`config.mk`:
```
export PLATFORM = sky130hd
export DESIGN_NAME = ubo_irq_status
export DESIGN_NICKNAME = d
export VERILOG_FILES = /design/src/hdl/ubo_pkg.sv /design/src/hdl/ubo_irq_status.sv /design/src/hdl/ubo_rx_buffer.sv
export VERILOG_INCLUDE_DIRS = /design/src /design/src/hdl
export SDC_FILE = /design/constraint.sdc
export NUM_CORES = 1
export LEC_CHECK = 0
export BUFFER_PORTS_ARGS = -buffer_cell sky130_fd_sc_hd__buf_2
export CORE_ASPECT_RATIO = 1.4
export CORE_MARGIN = 5
export CORE_UTILIZATION = 37
export DETAILED_ROUTE_END_ITERATION = 8
export PLACE_DENSITY = 0.76
export SLEW_MARGIN = 30
export SYNTH_ARGS = -nofsm -noshare
export SYNTH_HDL_FRONTEND = slang
export SYNTH_SLANG_ARGS = --single-unit
```
`constraint.sdc`:
```
create_clock -name clk -period 1.35 [get_ports clk]
set_input_delay 0.27 -clock clk [delete_from_list [all_inputs] [get_ports clk]]
set_output_delay 0.27 -clock clk [all_outputs]
set_load 0.05 [all_outputs]
```
`src/hdl/ubo_consts.svh`:
```
/*
 * Constants of the bulk OUT interrupt status block: register indices,
 * bit positions and reset values.
 * Assumes inclusion by bare name from the package and the design modules.
 */
`ifndef UBO_CONSTS_SVH
`define UBO_CONSTS_SVH

////////////////////////////////////////////////////////////////////////////////
// Summary of operation
// - Full flag set when both FIFOs hold data
// - Full flag cleared when FIFOs toggle
// - Full flag one requests interrupt, resets zero
// - Any status four change activates line two
// - Status four read-only byte, writes ignored
// - Writing zero to clear bit clears status
// - Unsupported endpoint status bits read zero
////////////////////////////////////////////////////////////////////////////////

// Register indices; byte address is four times the index
`define UBO_IDX_STATUS_THREE 16'hff2a
`define UBO_IDX_STATUS_FOUR 16'hff2b
`define UBO_IDX_CLEAR_THREE 16'hff2c
`define UBO_IDX_CLEAR_FOUR 16'hff2d
`define UBO_IDX_EP_MAP 16'hff2e

// Status three bit positions
`define UBO_BIT_FULL 3
`define UBO_BIT_NULL 2
`define UBO_BIT_NAK 1
`define UBO_BIT_DONE 0
// Status four bit position
`define UBO_BIT_AUTO_REQ 5
// Endpoint mapping: endpoint 2 enabled
`define UBO_BIT_MAP_EP2 0

`define UBO_RST_STATUS 8'h00
`define UBO_RST_EP_MAP 8'h01
`define UBO_RST_RDATA 32'h0000_0000
`define UBO_CLEAR_READ 8'hff

`endif

```
`src/hdl/ubo_pkg.sv`:
```
/*
 * Types of the bulk OUT interrupt status block: the packed state records.
 * Assumes the constants header is reachable by bare name.
 */
`include "ubo_consts.svh"

package ubo_pkg;

	typedef struct packed {
		logic sie_full;
		logic sie_null;
		logic cpu_full;
		logic toggle;
		logic toggle_null;
	} ubo_buf_state_t;

	typedef struct packed {
		logic full;
		logic null_pkt;
		logic nak;
		logic done;
		logic ep_status;
		logic auto_req;
		logic [7:0] ep_map;
		logic [7:0] four_prev;
		logic irq_two;
		logic dph_wr;
		logic [15:0] dph_idx;
		logic [31:0] rdata;
	} ubo_state_t;

endpackage

```
`src/hdl/ubo_irq_status.sv`:
```
/*
 * Bulk OUT interrupt status logic of endpoint 2 with the status four
 * register, reached over an AHB-Lite slave with zero wait states.
 * Assumes serial engine event inputs are single-cycle pulses on clk.
 */
`timescale 1ns/1ps
`include "ubo_consts.svh"

module ubo_irq_status
	import ubo_pkg::*;
(
	input wire logic clk,
	input wire logic resetn,
	input wire logic hsel,
	input wire logic [31:0] haddr,
	input wire logic [1:0] htrans,
	input wire logic hwrite,
	input wire logic [2:0] hsize,
	input wire logic [31:0] hwdata,
	input wire logic hready,
	output logic hreadyout,
	output logic [31:0] hrdata,
	output logic hresp,
	input wire logic se_rx_good,
	input wire logic se_rx_null,
	input wire logic se_nak_sent,
	input wire logic se_auto_set_req,
	input wire logic cpu_read_empty,
	input wire logic iface_supports_ep2,
	output logic fifo_toggle,
	output logic sie_fifo_full,
	output logic cpu_fifo_full,
	output logic endpoint_status_zero_ep2,
	output logic usb_irq_line_one,
	output logic usb_irq_line_two
);

	ubo_state_t st_ff;
	ubo_state_t nxt_st;
	logic buf_sie_full;
	logic buf_cpu_full;
	logic buf_toggle;
	logic buf_toggle_null;
	logic ep2_ok;
	logic [7:0] status_three;
	logic [7:0] status_four;
	logic addr_take;
	logic clr3_wr;
	logic clr4_wr;

	function automatic logic addr_hit(input logic [31:0] a, input logic [15:0] idx);
		addr_hit = (a == {14'h0000, idx, 2'b00});
	endfunction

	////////////////////////////////////////////////////////////////////////////
	ubo_rx_buffer u_rx_buffer
	(
		.clk(clk),
		.resetn(resetn),
		.rx_good(se_rx_good && ep2_ok),
		.rx_null(se_rx_null),
		.cpu_read_empty(cpu_read_empty),
		.sie_full(buf_sie_full),
		.cpu_full(buf_cpu_full),
		.toggle(buf_toggle),
		.toggle_null(buf_toggle_null)
	);

	////////////////////////////////////////////////////////////////////////////
	// Register views
	always_comb
	begin
		ep2_ok = st_ff.ep_map[`UBO_BIT_MAP_EP2] && iface_supports_ep2;
		status_three = `UBO_RST_STATUS;
		// Endpoint bits of an unsupported endpoint read as zero
		status_three[`UBO_BIT_FULL] = st_ff.full && ep2_ok;
		status_three[`UBO_BIT_NULL] = st_ff.null_pkt && ep2_ok;
		status_three[`UBO_BIT_NAK] = st_ff.nak && ep2_ok;
		status_three[`UBO_BIT_DONE] = st_ff.done && ep2_ok;
		status_four = `UBO_RST_STATUS;
		status_four[`UBO_BIT_AUTO_REQ] = st_ff.auto_req;
	end

	assign addr_take = hsel && htrans[1] && hready;
	assign clr3_wr = st_ff.dph_wr && (st_ff.dph_idx == `UBO_IDX_CLEAR_THREE);
	assign clr4_wr = st_ff.dph_wr && (st_ff.dph_idx == `UBO_IDX_CLEAR_FOUR);

	////////////////////////////////////////////////////////////////////////////
	// Next state
	always_comb
	begin
		nxt_st = st_ff;

		// Full: cleared by firmware first, then the toggle, set last wins
		if (clr3_wr && !hwdata[`UBO_BIT_FULL])
		begin
			nxt_st.full = 1'b0;
		end
		if (buf_toggle)
		begin
			nxt_st.full = 1'b0;
		end
		if (buf_sie_full && buf_cpu_full && ep2_ok && !buf_toggle)
		begin
			nxt_st.full = 1'b1;
		end

		if (clr3_wr && !hwdata[`UBO_BIT_NULL])
		begin
			nxt_st.null_pkt = 1'b0;
		end
		if (se_rx_good && se_rx_null && ep2_ok)
		begin
			nxt_st.null_pkt = 1'b1;
		end

		if (clr3_wr && !hwdata[`UBO_BIT_NAK])
		begin
			nxt_st.nak = 1'b0;
		end
		if (se_nak_sent && ep2_ok)
		begin
			nxt_st.nak = 1'b1;
		end

		// Done and endpoint status follow the CPU side; a null packet sets neither
		if ((clr3_wr && !hwdata[`UBO_BIT_DONE]) || cpu_read_empty)
		begin
			nxt_st.done = 1'b0;
		end
		if (cpu_read_empty)
		begin
			nxt_st.ep_status = 1'b0;
		end
		if (buf_toggle && !buf_toggle_null && ep2_ok)
		begin
			nxt_st.done = 1'b1;
			nxt_st.ep_status = 1'b1;
		end

		if (clr4_wr && !hwdata[`UBO_BIT_AUTO_REQ])
		begin
			nxt_st.auto_req = 1'b0;
		end
		if (se_auto_set_req)
		begin
			nxt_st.auto_req = 1'b1;
		end

		if (st_ff.dph_wr && (st_ff.dph_idx == `UBO_IDX_EP_MAP))
		begin
			nxt_st.ep_map = hwdata[7:0];
		end

		// Line two: pending from a change until firmware reads status four
		nxt_st.four_prev = status_four;
		if (addr_take && !hwrite && addr_hit(haddr, `UBO_IDX_STATUS_FOUR))
		begin
			nxt_st.irq_two = 1'b0;
		end
		if (status_four != st_ff.four_prev)
		begin
			nxt_st.irq_two = 1'b1;
		end

		// Address phase: latch target, prepare read data for the data phase
		nxt_st.dph_wr = addr_take && hwrite;
		nxt_st.dph_idx = 16'h0000;
		nxt_st.rdata = `UBO_RST_RDATA;
		if (addr_take)
		begin
			if (addr_hit(haddr, `UBO_IDX_STATUS_THREE))
			begin
				nxt_st.dph_idx = `UBO_IDX_STATUS_THREE;
				nxt_st.rdata = {24'h000000, status_three};
			end
			else if (addr_hit(haddr, `UBO_IDX_STATUS_FOUR))
			begin
				// Read-only: a write here lands on no storage
				nxt_st.dph_idx = `UBO_IDX_STATUS_FOUR;
				nxt_st.rdata = {24'h000000, status_four};
			end
			else if (addr_hit(haddr, `UBO_IDX_CLEAR_THREE))
			begin
				nxt_st.dph_idx = `UBO_IDX_CLEAR_THREE;
				nxt_st.rdata = {24'h000000, `UBO_CLEAR_READ};
			end
			else if (addr_hit(haddr, `UBO_IDX_CLEAR_FOUR))
			begin
				nxt_st.dph_idx = `UBO_IDX_CLEAR_FOUR;
				nxt_st.rdata = {24'h000000, `UBO_CLEAR_READ};
			end
			else if (addr_hit(haddr, `UBO_IDX_EP_MAP))
			begin
				nxt_st.dph_idx = `UBO_IDX_EP_MAP;
				nxt_st.rdata = {24'h000000, st_ff.ep_map};
			end
		end
	end

	////////////////////////////////////////////////////////////////////////////
	always_ff @(posedge clk)
	begin
		if (!resetn)
		begin
			st_ff <= '0;
			st_ff.ep_map <= `UBO_RST_EP_MAP;
		end
		else
		begin
			st_ff <= nxt_st;
		end
	end

	////////////////////////////////////////////////////////////////////////////
	// Zero wait states; unmapped addresses read zero and ignore writes
	assign hreadyout = 1'b1;
	assign hresp = 1'b0;
	assign hrdata = st_ff.rdata;
	assign fifo_toggle = buf_toggle;
	assign sie_fifo_full = buf_sie_full;
	assign cpu_fifo_full = buf_cpu_full;
	assign endpoint_status_zero_ep2 = st_ff.ep_status;
	assign usb_irq_line_one = |status_three;
	assign usb_irq_line_two = st_ff.irq_two;

endmodule

```
`src/hdl/ubo_rx_buffer.sv`:
```
/*
 * Occupancy of the two-sided bulk receive buffer for endpoint 2.
 * Assumes the serial engine writes a packet only while its side is empty
 * and the CPU pulses cpu_read_empty once its side has been read out.
 */
`timescale 1ns/1ps

module ubo_rx_buffer
	import ubo_pkg::*;
(
	input wire logic clk,
	input wire logic resetn,
	input wire logic rx_good,
	input wire logic rx_null,
	input wire logic cpu_read_empty,
	output logic sie_full,
	output logic cpu_full,
	output logic toggle,
	output logic toggle_null
);

	ubo_buf_state_t st_ff;
	ubo_buf_state_t nxt_st;
	logic swap;

	////////////////////////////////////////////////////////////////////////////
	always_comb
	begin
		nxt_st = st_ff;
		// Swap only when the CPU side is free, so no data is overwritten
		swap = st_ff.sie_full && !st_ff.cpu_full;
		nxt_st.toggle = swap;
		nxt_st.toggle_null = swap && st_ff.sie_null;
		if (cpu_read_empty)
		begin
			nxt_st.cpu_full = 1'b0;
		end
		if (swap)
		begin
			nxt_st.cpu_full = 1'b1;
			nxt_st.sie_full = 1'b0;
			nxt_st.sie_null = 1'b0;
		end
		else if (rx_good && !st_ff.sie_full)
		begin
			nxt_st.sie_full = 1'b1;
			nxt_st.sie_null = rx_null;
		end
	end

	always_ff @(posedge clk)
	begin
		if (!resetn)
		begin
			st_ff <= '0;
		end
		else
		begin
			st_ff <= nxt_st;
		end
	end

	assign sie_full = st_ff.sie_full;
	assign cpu_full = st_ff.cpu_full;
	assign toggle = st_ff.toggle;
	assign toggle_null = st_ff.toggle_null;

endmodule

```
# Word level (Yosys, flattened, before mapping)

Cells that the tools add are included.

Eq/ne operators: 9
Multiplexer cells: 20
Bitwise logic cells: 2
Reduce and logical (&&, ||, !) cells: 55

Operator list:

| kind                 | number |
|---|---|
| $mux 48              | 5 |
| $eq 32x18->1 const B | 5 |
| $eq 16x16->1 const B | 3 |
| $logic_and 1x1->1    | 30 |
| $mux 1               | 14 |
| $reduce_bool 2->1    | 7 |
| $logic_not 1->1      | 10 |
| $ne 6x8->1           | 1 |
| $reduce_or 4->1      | 2 |
| $reduce_or 6->1      | 1 |
| $reduce_bool 3->1    | 1 |
| $reduce_or 3->1      | 1 |
| $mux 2               | 1 |
| $not 1->1            | 2 |
| $reduce_and 2->1     | 1 |
| $reduce_or 2->1      | 1 |
| $logic_or 1x1->1     | 1 |

Register bits after elaboration: 77
Input port bits: 80
Output and inout port bits: 40
Word-level logic and storage cells: 110

# Longest topological paths before layout

Gate-level depths: netlist of the first run.

Depth in word-level cells: 6
Gate-level depth with buffers: 5

# Cells and area by module

A second synthesis of the first run with hierarchy kept.

Cells, all modules: 189
Area total of the unflattened synthesis: 1737.9 um^2

Modules (own cells, without submodules):

| module         | instances | cells an instance | area each (um^2) | seq. area each (um^2) |
|---|---|---|---|---|
| ubo_irq_status | 1         | 172               | 1571.5           | 580.6 |
| ubo_rx_buffer  | 1         | 17                | 166.4            | 100.1 |

# Worst setup path before layout of the first run

OpenSTA, ideal clock, no wires.

Path type: reg-to-output
Start: register st_ff[58] in the netlist's numbering
End: output port usb_irq_line_one
Arrival: 1.244 ns
Path slack: -0.164 ns
Cell stages (with the launch flop): 4
Path buffers: 1
Cells stage by stage: dfxtp_1 > clkbuf_1 > nand2_1 > nor2_1

Cells in the longest elaborated chain, start to end: 3
Elaborated cells on any way between the ends: 6
Those cells by class: 6 x reduce/logical

Ends and longest elaborated chain:

| item                                        | line                  | text |
|---|---|---|
| start: declaration                          | ubo_irq_status.sv:38  | `ubo_state_t st_ff;` |
| start signal: assignment                    | ubo_irq_status.sv:211 | `st_ff <= nxt_st;` |
| $logic_and 1x1->1 (*)                       | ubo_irq_status.sv:73  | `` ep2_ok = st_ff.ep_map[`UBO_BIT_MAP_EP2] && iface_supports_ep2; `` |
| $logic_and 1x1->1, on equally long branches | -                     |  |
| $reduce_or 4->1 (*)                         | ubo_irq_status.sv:224 | `assign usb_irq_line_one = \|status_three;` |
| end: declaration                            | ubo_irq_status.sv:34  | `output logic usb_irq_line_one,` |

Every way passes the cells marked *; elsewhere a longest branch is shown, timed or not.

# Worst setup path after layout of the first run

Start: register st_ff[71] in the netlist's numbering
End: output port usb_irq_line_one

Cells in the longest elaborated chain, start to end: 2

Ends and longest elaborated chain:

| item              | line                  | text |
|---|---|---|
| $logic_and 1x1->1 | ubo_irq_status.sv:76  | `` status_three[`UBO_BIT_FULL] = st_ff.full && ep2_ok; `` |
| $reduce_or 4->1   | ubo_irq_status.sv:224 |  |

Every way passes these cells.

==> impl_metrics.py, run 1 <==
metrics = {
    "finish": {
        "diodes": 0,
        "area_growth_pct": 25.3,
        "layout_common_cells": "62 x buf_2, 33 x dfxtp_1, 26 x conb_1",
        "fillers": 460,
        "layout-drive-gt1-share_pct": 36.3,
        "stdcell_count": 318,
        "final_common_cell": "buf_2",
        "final_net_count": 335,
    },
    "die": {
        "core_area_um2": 4500,
        "die_x_um": 67.5,
        "initial_core_util_pct": 38.1,
        "io_pins": 120,
        "die_y_um": 90.5,
        "num_rows": 29,
        "die-area_um2": 6110,
    },
    "timing": {
        "fin_crit_sh_pct": 105,
        "hold_viol_final": 0,
        "final_max_slew_viol_count": 0,
        "timing.setup.tns_ns": -0.0638,
        "fmax_mhz": 707,
        "fin_ws_ns": -0.0638,
        "setup_viol": 1,
        "finalCriticalPeriod_ns": 1.41,
        "rsz0062_at_grt": "yes",
        "hold_ws_ns": 0.230,
        "fin_skew_ns": 0.00173,
    },
    "global_route": {
        "grtUsageTotal_pct": 13.3,
        "grt.overflow.total": 0,
        "grt_pass1_wl_mm": 6.18,
        "antenna_found_initial": 0,
        "grt_pass1_vias": 1361,
        "grt_max_degree": 22,
    },
    "route": {
        "dr_wl_met2_mm": 2.10,
        "drtPass1Iterations": 4,
        "met1_length_mm": 1.45,
        "ant_nets": 0,
        "wl_per_cell_um": 12.5,
        "wl_mm": 3.97,
        "first_iter_violations": 52,
        "vias": 1423,
        "drc": 0,
        "viasPerCell": 4.47,
        "route.met3.wl_um": 299,
        "maxUsedRoutingLayer": "met4",
    },
    "yosys": {
        "synthCells": 191,
        "synth-seq-cells": 34,
        "avgSynthCellArea_um2": 8.97,
        "synth-edff-count": 0,
        "ys_warn_count": 0,
        "syn_area_um2": 1710,
        "yosys_most_used_dff": "dfxtp_1",
        "ys_seq_area_share_pct": 39.7,
        "synth_cell_types": 37,
        "synth-async-reset-ratio_pct": 0,
    },
    "cts": {
        "path_clk_slew_ns": 0.06,
        "cts_tree": "done",
        "clock_latency_ns": 0.28,
        "clock_path_buffers": 2,
        "cts_sinks": 34,
        "numCtsBuffers": 5,
        "htreeDepth": 2,
        "cts-root-buf": "clkbuf_8",
    },
    "placed_design": {
        "preCtsSetupSlack_ns": -0.205,
        "portBuffers": 65,
        "dpl.hpwl_mm": 3.16,
        "place_inst": 309,
        "gp_congestion": 0.847,
    },
    "critical_path": {
        "worstPathMaxFanout": 2,
        "cp-end-kind": "output port",
        "worst_setup_path_start_kind": "flop",
        "cp_data_required_time_ns": 1.08,
        "worst-setup-path-type": "reg -> out",
        "arrival_ns": 1.14,
    },
    "worst_hold_path": {
        "hp-class": "in -> reg",
    },
    "power_and_ir_drop": {
        "peakVddDrop_uv": 611,
        "finalPower_w": 0.00219,
        "p_leak_nw": 1.06,
        "power_density_nw_per_um2": 1020,
    },
    "status": {
        "status": "finished with violations",
        "violations": "setup timing",
    },
    "run": {
        "maxCapViolations": 0,
    },
}
[sequential cells by signal (all words and copies together) (netlist names)]
signal / count
u_rx_buffer.cpu_full: 1
st_ff: 18
hrdata: 8
u_rx_buffer.toggle_null: 1
u_rx_buffer.toggle: 1
u_rx_buffer.sie_full: 1
u_rx_buffer.st_ff: 1
usb_irq_line_two: 1
endpoint_status_zero_ep2: 1
nxt_st: 1
[Yosys cell counts, types with 4 or more instances]
cell,number,area [um2]
mux2i_1,8,80.1
inv_1,7,26.3
dfxtp_1,34,681
nor4_1,5,31.3
a21boi_0,6,45.0
nand2b_1,4,25.0
o21ai_0,13,65.1
nand2_1,11,41.3
nand4_1,4,25.0
and3_1,9,56.3
and2_1,6,37.5
nor2b_1,8,50.1
buf_4,35,263
clkbuf_1,7,26.3
[repair_timing]
item                                    CTS  global route
hold buffers                              0             0
endpoints found under the setup margin    1             5
pin swaps                                 1             0
gates resized for setup                   5             6
buffers inserted                          1             0
[layout make-up]
type / instances / area (um2) / area share [%]
Multi-Input combinational cell: 131 / 848 / 39.5
Clock buffer: 7 / 86.3 / 4.02
Timing Repair Buffer: 76 / 423 / 19.7
Tap cell: 62 / 77.6 / 3.61
Clock inverter: 1 / 5.00 / 0.233
Inverter: 7 / 26.3 / 1.22
Sequential cell: 34 / 682 / 31.7
[metal layers]
metal,track usage [%],vias up
li1,-,724
met1,14.4,636
met2,22.1,51
met3,4.11,12
met4,7.28,0
met5,0,-
[path summary, 6_finish.rpt]
| check | from | endpoint | slack [ns] | depth (start not counted) |
|---|---|---|---|---|
| hold / removal | hwdata[0] | st_ff[58] | 0.23 | 3 |
| hold reg to reg | endpoint_status_zero_ep2 | endpoint_status_zero_ep2 | 0.48 | 2 |
| setup reg to reg | st_ff[48] | st_ff[68] | 0.17 | 4 |
| setup / recovery | st_ff[71] | usb_irq_line_one | -0.06 | 3 |
[cell families (layout without fill, tap and decap cells)]
logic type,after synthesis,after routing,share of synthesized area (%)
simple gates,64,64,23.8
buf+inv,50,91,18.7
flops,34,34,39.7
compound gates,32,32,12.2
mux,8,8,4.67
other cells,2,26,0.438
xor+xnor,1,1,0.511
[power breakdown]
group	switching [W]	leakage, nW	internal, W	total [W]
clock network	0.000344	0.0482	0.000411	0.000754
logic	0.000285	0.734	0.000113	0.000398
registers	0.0000162	0.276	0.00102	0.00104
total	0.000645	1.06	0.00154	0.00219
[worst max-delay path, cell delays in order (launching register included)]
cell	delay (ns)
dfxtp_2	0.34
nor4_4	0.29
nor2_2	0.07
buf_6	0.15
[stage by stage]
step                      utilization, %  instance area (um2)
after floorplan                        -                 1810
after global placement              44.2                 1990
after detailed placement            44.2                 1990
after CTS                           46.9                 2110
after global routing                47.7                 2150
final                               47.7                 2150
No activity file was read; power rests on OpenSTA's default activity.
==> run 2, diff against run 1 <==
Settings changed: CORE_ASPECT_RATIO 1.4 to not set.
==> run 2 against run 1 <==
  * The flow still finishes with violations (setup timing)
  * Cell area increased by 0.29%
  * Register-to-register slack worse by 0.02 ns
  * Worst hold slack worse by 0.019 ns
  * Via count about the same
  * Setup slack better by 0.041 ns
  * Count of clock-buffer cells in the layout is 1 lower
  * Sequential power about the same
  * Non-clock buffer count fell by 2
  * Clock power rose by 51%
  * Total power increased by 17%
  * Largest power group is now clock
  * Sequential share of layout area barely moved
  * Maximum frequency increased by 3.0%
==> impl_metrics.py, run 2 (synthesis results as in run 1) <==
metrics = {
    "cts": {
        "cts_tree": "done",
        "path_clk_slew_ns": 0.07,
        "htreeDepth": 2,
        "cts-root-buf": "clkbuf_8",
        "numCtsBuffers": 5,
        "clock_path_buffers": 2,
        "postCtsHoldBufs": 0,
        "cts_sinks": 34,
        "clock_latency_ns": 0.29,
    },
    "route": {
        "wl_mm": 3.93,
        "wl_per_cell_um": 12.8,
        "drc": 0,
        "first_iter_violations": 39,
        "vias": 1424,
        "ant_nets": 0,
        "drtPass1Iterations": 4,
        "viasPerCell": 4.65,
    },
    "status": {
        "status": "finished with violations",
        "violations": "setup timing",
    },
    "finish": {
        "layout_common_cells": "63 x buf_2, 31 x dfxtp_1, 26 x conb_1",
        "diodes": 0,
        "design_area_um2": 2150,
        "top_register": "st_ff",
        "largest_register_ffs": 18,
        "utilization_pct": 48.8,
        "layout-drive-gt1-share_pct": 36.6,
        "area_growth_pct": 25.7,
        "final_net_count": 333,
        "final_common_cell": "buf_2",
    },
    "run": {
        "maxCapViolations": 0,
    },
    "worst_hold_path": {
        "hp-class": "in -> reg",
    },
    "die": {
        "die-area_um2": 6090,
        "core_area_um2": 4410,
        "die_y_um": 78.1,
        "num_rows": 24,
        "die_x_um": 78.1,
        "initial_core_util_pct": 38.8,
        "io_pins": 120,
    },
    "critical_path": {
        "worstPathMaxFanout": 2,
        "worst_setup_path_start_kind": "flop",
        "crit_chain": "nor4_4 > nor2_2 > buf_6",
        "arrival_ns": 1.10,
        "cp-end-kind": "output port",
        "worst-setup-path-type": "reg -> out",
        "cp_data_required_time_ns": 1.08,
        "cpPeakStageDelay_ns": 0.34,
        "slowest_stage": "dfxtp_2",
    },
    "timing": {
        "fin_skew_ns": 0.00464,
        "finalCriticalPeriod_ns": 1.37,
        "final_max_slew_viol_count": 0,
        "fin_crit_sh_pct": 102,
        "fin_ws_ns": -0.0223,
        "rsz0062_at_grt": "yes",
        "hold_ws_ns": 0.211,
        "hold_viol_final": 0,
        "fmax_mhz": 729,
        "setup_viol": 1,
        "timing.setup.tns_ns": -0.0223,
    },
    "global_route": {
        "grt_pass1_vias": 1326,
        "grt_pass1_wl_mm": 6.07,
        "grt_max_degree": 22,
        "antenna_found_initial": 0,
        "grtUsageTotal_pct": 12.7,
        "grt.overflow.total": 0,
    },
    "placed_design": {
        "place_area_um2": 1960,
        "preCtsSetupSlack_ns": -0.207,
        "gp_congestion": 0.795,
        "dpl.hpwl_mm": 3.11,
        "portBuffers": 65,
    },
    "power_and_ir_drop": {
        "peakVddDrop_uv": 901,
        "power_density_nw_per_um2": 1190,
        "p_leak_nw": 1.09,
    },
}
run 2: per-stage QoR:
step / total power (W) / cells
6_report: 0.00256 / 306
5_1_grt: 0.00268 / 306
4_1_cts: 0.00258 / 305
3_5_place_dp: 0.00143 / 296
3_3_place_gp: 0.00142 / 296
2_1_floorplan: 0.00138 / 215
run 2: path summary, 6_finish.rpt:
check,startpoint,end,slack (ns),cells after the start
hold / removal,hwdata[0],st_ff[58],0.21,3
hold reg to reg,u_rx_buffer.st_ff[3],u_rx_buffer.toggle_null,0.49,1
setup reg to reg,st_ff[34],st_ff[69],0.15,4
setup / recovery,st_ff[71],usb_irq_line_one,-0.02,3
run 2: cell type report:
class / count / area (um2)
clock buffers: 6 / 82.6
clock inverters: 2 / 60.1
fillers: 430 / 2260
inverters: 7 / 26.3
multi-input cells: 131 / 835
flip-flops and latches: 34 / 684
well taps: 52 / 65.1
repair buffers: 74 / 402
run 2: routing by layer:
metal	vias to the layer above	track usage, %	part of all wire [%]
met1	652	14.2	38
li1	725	-	-
met5	-	0	0
met2	43	20.7	52
met4	0	6.08	1.8
met3	4	5.38	7.8
run 2: power by group:
group          switching (W)  internal (W)  leakage [nW]
Sequential         0.0000179       0.00102         0.277
Combinational       0.000274      0.000107         0.740
Clock               0.000357      0.000787        0.0714
run 2: what timing repair did:
item / 4_1_cts / 5_1_grt
buffers inserted: 1 / 0
gates cloned: 0 / 1
pin swaps: 1 / 2
endpoints found under the setup margin: 1 / 5
gates resized for setup: 6 / 7
run 2: critical path, delay by kind of cell (launching register included):
family                 cells  cell delay (ns)
buffers and inverters      1             0.15
DFF                        1             0.34
and+or+nand+nor            2             0.33
==> run 3, diff against run 2 <==
Settings changed: CORE_UTILIZATION 37 to 41, PLACE_DENSITY 0.76 to 0.8.
Clock period 1.35 ns to 1.5 ns, I/O delays scaled along.
==> run 3 against run 2 <==
  * The run now ends clean
  * Clock power decreased by 42%
  * Largest cell class unchanged
  * Core utilization increased by 2.0 points
  * Clock skew decreased by 0.0024 ns
==> impl_metrics.py, run 3 (synthesis results as in run 1) <==
metrics = {
    "status": {
        "status": "complete, no violations",
    },
    "global_route": {
        "grtUsageTotal_pct": 12.6,
        "grt_pass1_vias": 1241,
        "antenna_found_initial": 0,
        "grt_pass1_wl_mm": 5.45,
        "grt.overflow.total": 0,
        "grt_max_degree": 20,
    },
    "timing": {
        "finalCriticalPeriod_ns": 1.44,
        "timing.setup.tns_ns": 0,
        "setup_viol": 0,
        "rsz0062_at_grt": "no",
        "hold_ws_ns": 0.250,
        "fin_crit_sh_pct": 96.3,
        "final_max_slew_viol_count": 0,
        "fin_skew_ns": 0.00222,
        "fmax_mhz": 693,
        "hold_viol_final": 0,
        "fin_ws_ns": 0.0562,
    },
    "power_and_ir_drop": {
        "power_density_nw_per_um2": 943,
        "power_frac_clock_pct": 34.4,
        "comb_power_share_pct": 17.2,
        "pwr-share-seq_pct": 48.4,
        "switching_power_w": 0.000551,
        "p_leak_nw": 1.02,
        "swShare_pct": 28.6,
        "power.internal_w": 0.00138,
        "peakVddDrop_uv": 592,
    },
    "cts": {
        "clock_path_buffers": 2,
        "path_clk_slew_ns": 0.06,
        "post-cts-setup-buffers": 0,
        "htreeDepth": 2,
        "cts_tree": "done",
        "numCtsBuffers": 5,
        "clock_latency_ns": 0.28,
        "cts_sinks": 34,
        "postCtsHoldBufs": 0,
        "cts-root-buf": "clkbuf_8",
    },
    "die": {
        "die-area_um2": 5570,
        "die_x_um": 74.7,
        "core_area_um2": 4030,
        "initial_core_util_pct": 42.5,
        "num_rows": 23,
        "io_pins": 120,
        "die_y_um": 74.7,
    },
    "placed_design": {
        "place_area_um2": 1950,
        "portBuffers": 65,
        "dpl.hpwl_mm": 2.90,
        "gp_congestion": 0.769,
        "preCtsSetupSlack_ns": -0.0724,
        "place_inst": 293,
    },
    "critical_path": {
        "cp-end-kind": "output port",
        "startpoint": "st_ff[71]",
        "cp_data_required_time_ns": 1.20,
        "reg2reg_from": "st_ff[48]",
        "worst_setup_path_start_kind": "flop",
        "worst-setup-path-type": "reg -> out",
        "arrival_ns": 1.14,
        "worstPathMaxFanout": 3,
    },
    "finish": {
        "layout_common_cells": "64 x buf_2, 34 x dfxtp_1, 26 x conb_1",
        "final_common_cell": "buf_2",
        "fillers": 395,
        "largest_register_ffs": 18,
        "design_area_um2": 2050,
        "layout-drive-gt1-share_pct": 33.9,
        "stdcell_count": 301,
        "final_net_count": 330,
        "area_growth_pct": 19.3,
        "diodes": 0,
        "top_register": "st_ff",
    },
    "route": {
        "vias": 1345,
        "ant_nets": 0,
        "drtPass1Iterations": 4,
        "first_iter_violations": 24,
        "viasPerCell": 4.47,
        "wl_per_cell_um": 11.6,
        "drc": 0,
        "wl_mm": 3.50,
    },
    "run": {
        "maxCapViolations": 0,
    },
    "worst_hold_path": {
        "min_from": "hwdata[0]",
        "hp-class": "in -> reg",
    },
}
==> run 3: cell count changes in the layout (fill, tap and decap cells not counted) <==
cell,delta
clkinv_2,+1
buf_4,-2
nor4_2,+2
buf_2,+1
clkbuf_1,+1
nor4_4,-2
or3_4,-1
dfxtp_1,+3
dfxtp_2,-3
buf_6,-1
bufinv_16,-2
or3_1,+1
clkbuf_4,-1
==> run 3: path summary, 6_finish.rpt <==
check / to / slack, ns / cells past startpoint
worst max register to register: st_ff[71] / 0.27 / 4
worst max-delay path: usb_irq_line_one / 0.06 / 3
worst min register to register: endpoint_status_zero_ep2 / 0.48 / 2
worst min-delay path: st_ff[58] / 0.25 / 3
==> run 3: final cells by class <==
cell class | instances | area [um2] | area share (%)
Clock buffer | 7 | 86.3 | 4.22
Sequential cell | 34 | 681 | 33.3
Multi-Input combinational cell | 131 | 812 | 39.7
Tap cell | 50 | 62.6 | 3.06
Timing Repair Buffer | 71 | 373 | 18.2
Clock inverter | 1 | 5.00 | 0.245
Inverter | 7 | 26.3 | 1.28
==> run 3: layer usage <==
layer	GRT usage (%)	part of all wire, %	wire, um
met4	4.55	1.1	38
met5	0	0	0
met1	15.8	42	1460
met3	4.27	7.6	267
met2	20.2	50	1730
==> run 3: power groups by stage <==
stage / Sequential [W] / Clock [W] / Combinational (W)
6_report: 0.000933 / 0.000664 / 0.000332
2_1_floorplan: 0.000973 / 0 / 0.000271
3_3_place_gp: 0.000951 / 0 / 0.000327
4_1_cts: 0.000932 / 0.000687 / 0.000331
3_5_place_dp: 0.000952 / 0 / 0.000329
5_1_grt: 0.000934 / 0.000734 / 0.000358
==> run 3: critical path, cell delays in order, from the launching register on <==
cell     delay, ns
dfxtp_1       0.34
nor4_2        0.30
nor2_2        0.05
buf_4         0.18
==> run 3: stage by stage <==
step                util (%)  total power, W
finish                  50.8         0.00193
CTS                     50.7         0.00195
global placement        48.3         0.00128
detailed placement      48.3         0.00128
floorplan                  -         0.00124
global route            50.8         0.00203
==> run 3: what timing repair did <==
action,CTS,global route
pin swaps,0,1
gates resized for setup,1,2
endpoints found under the setup margin,1,1
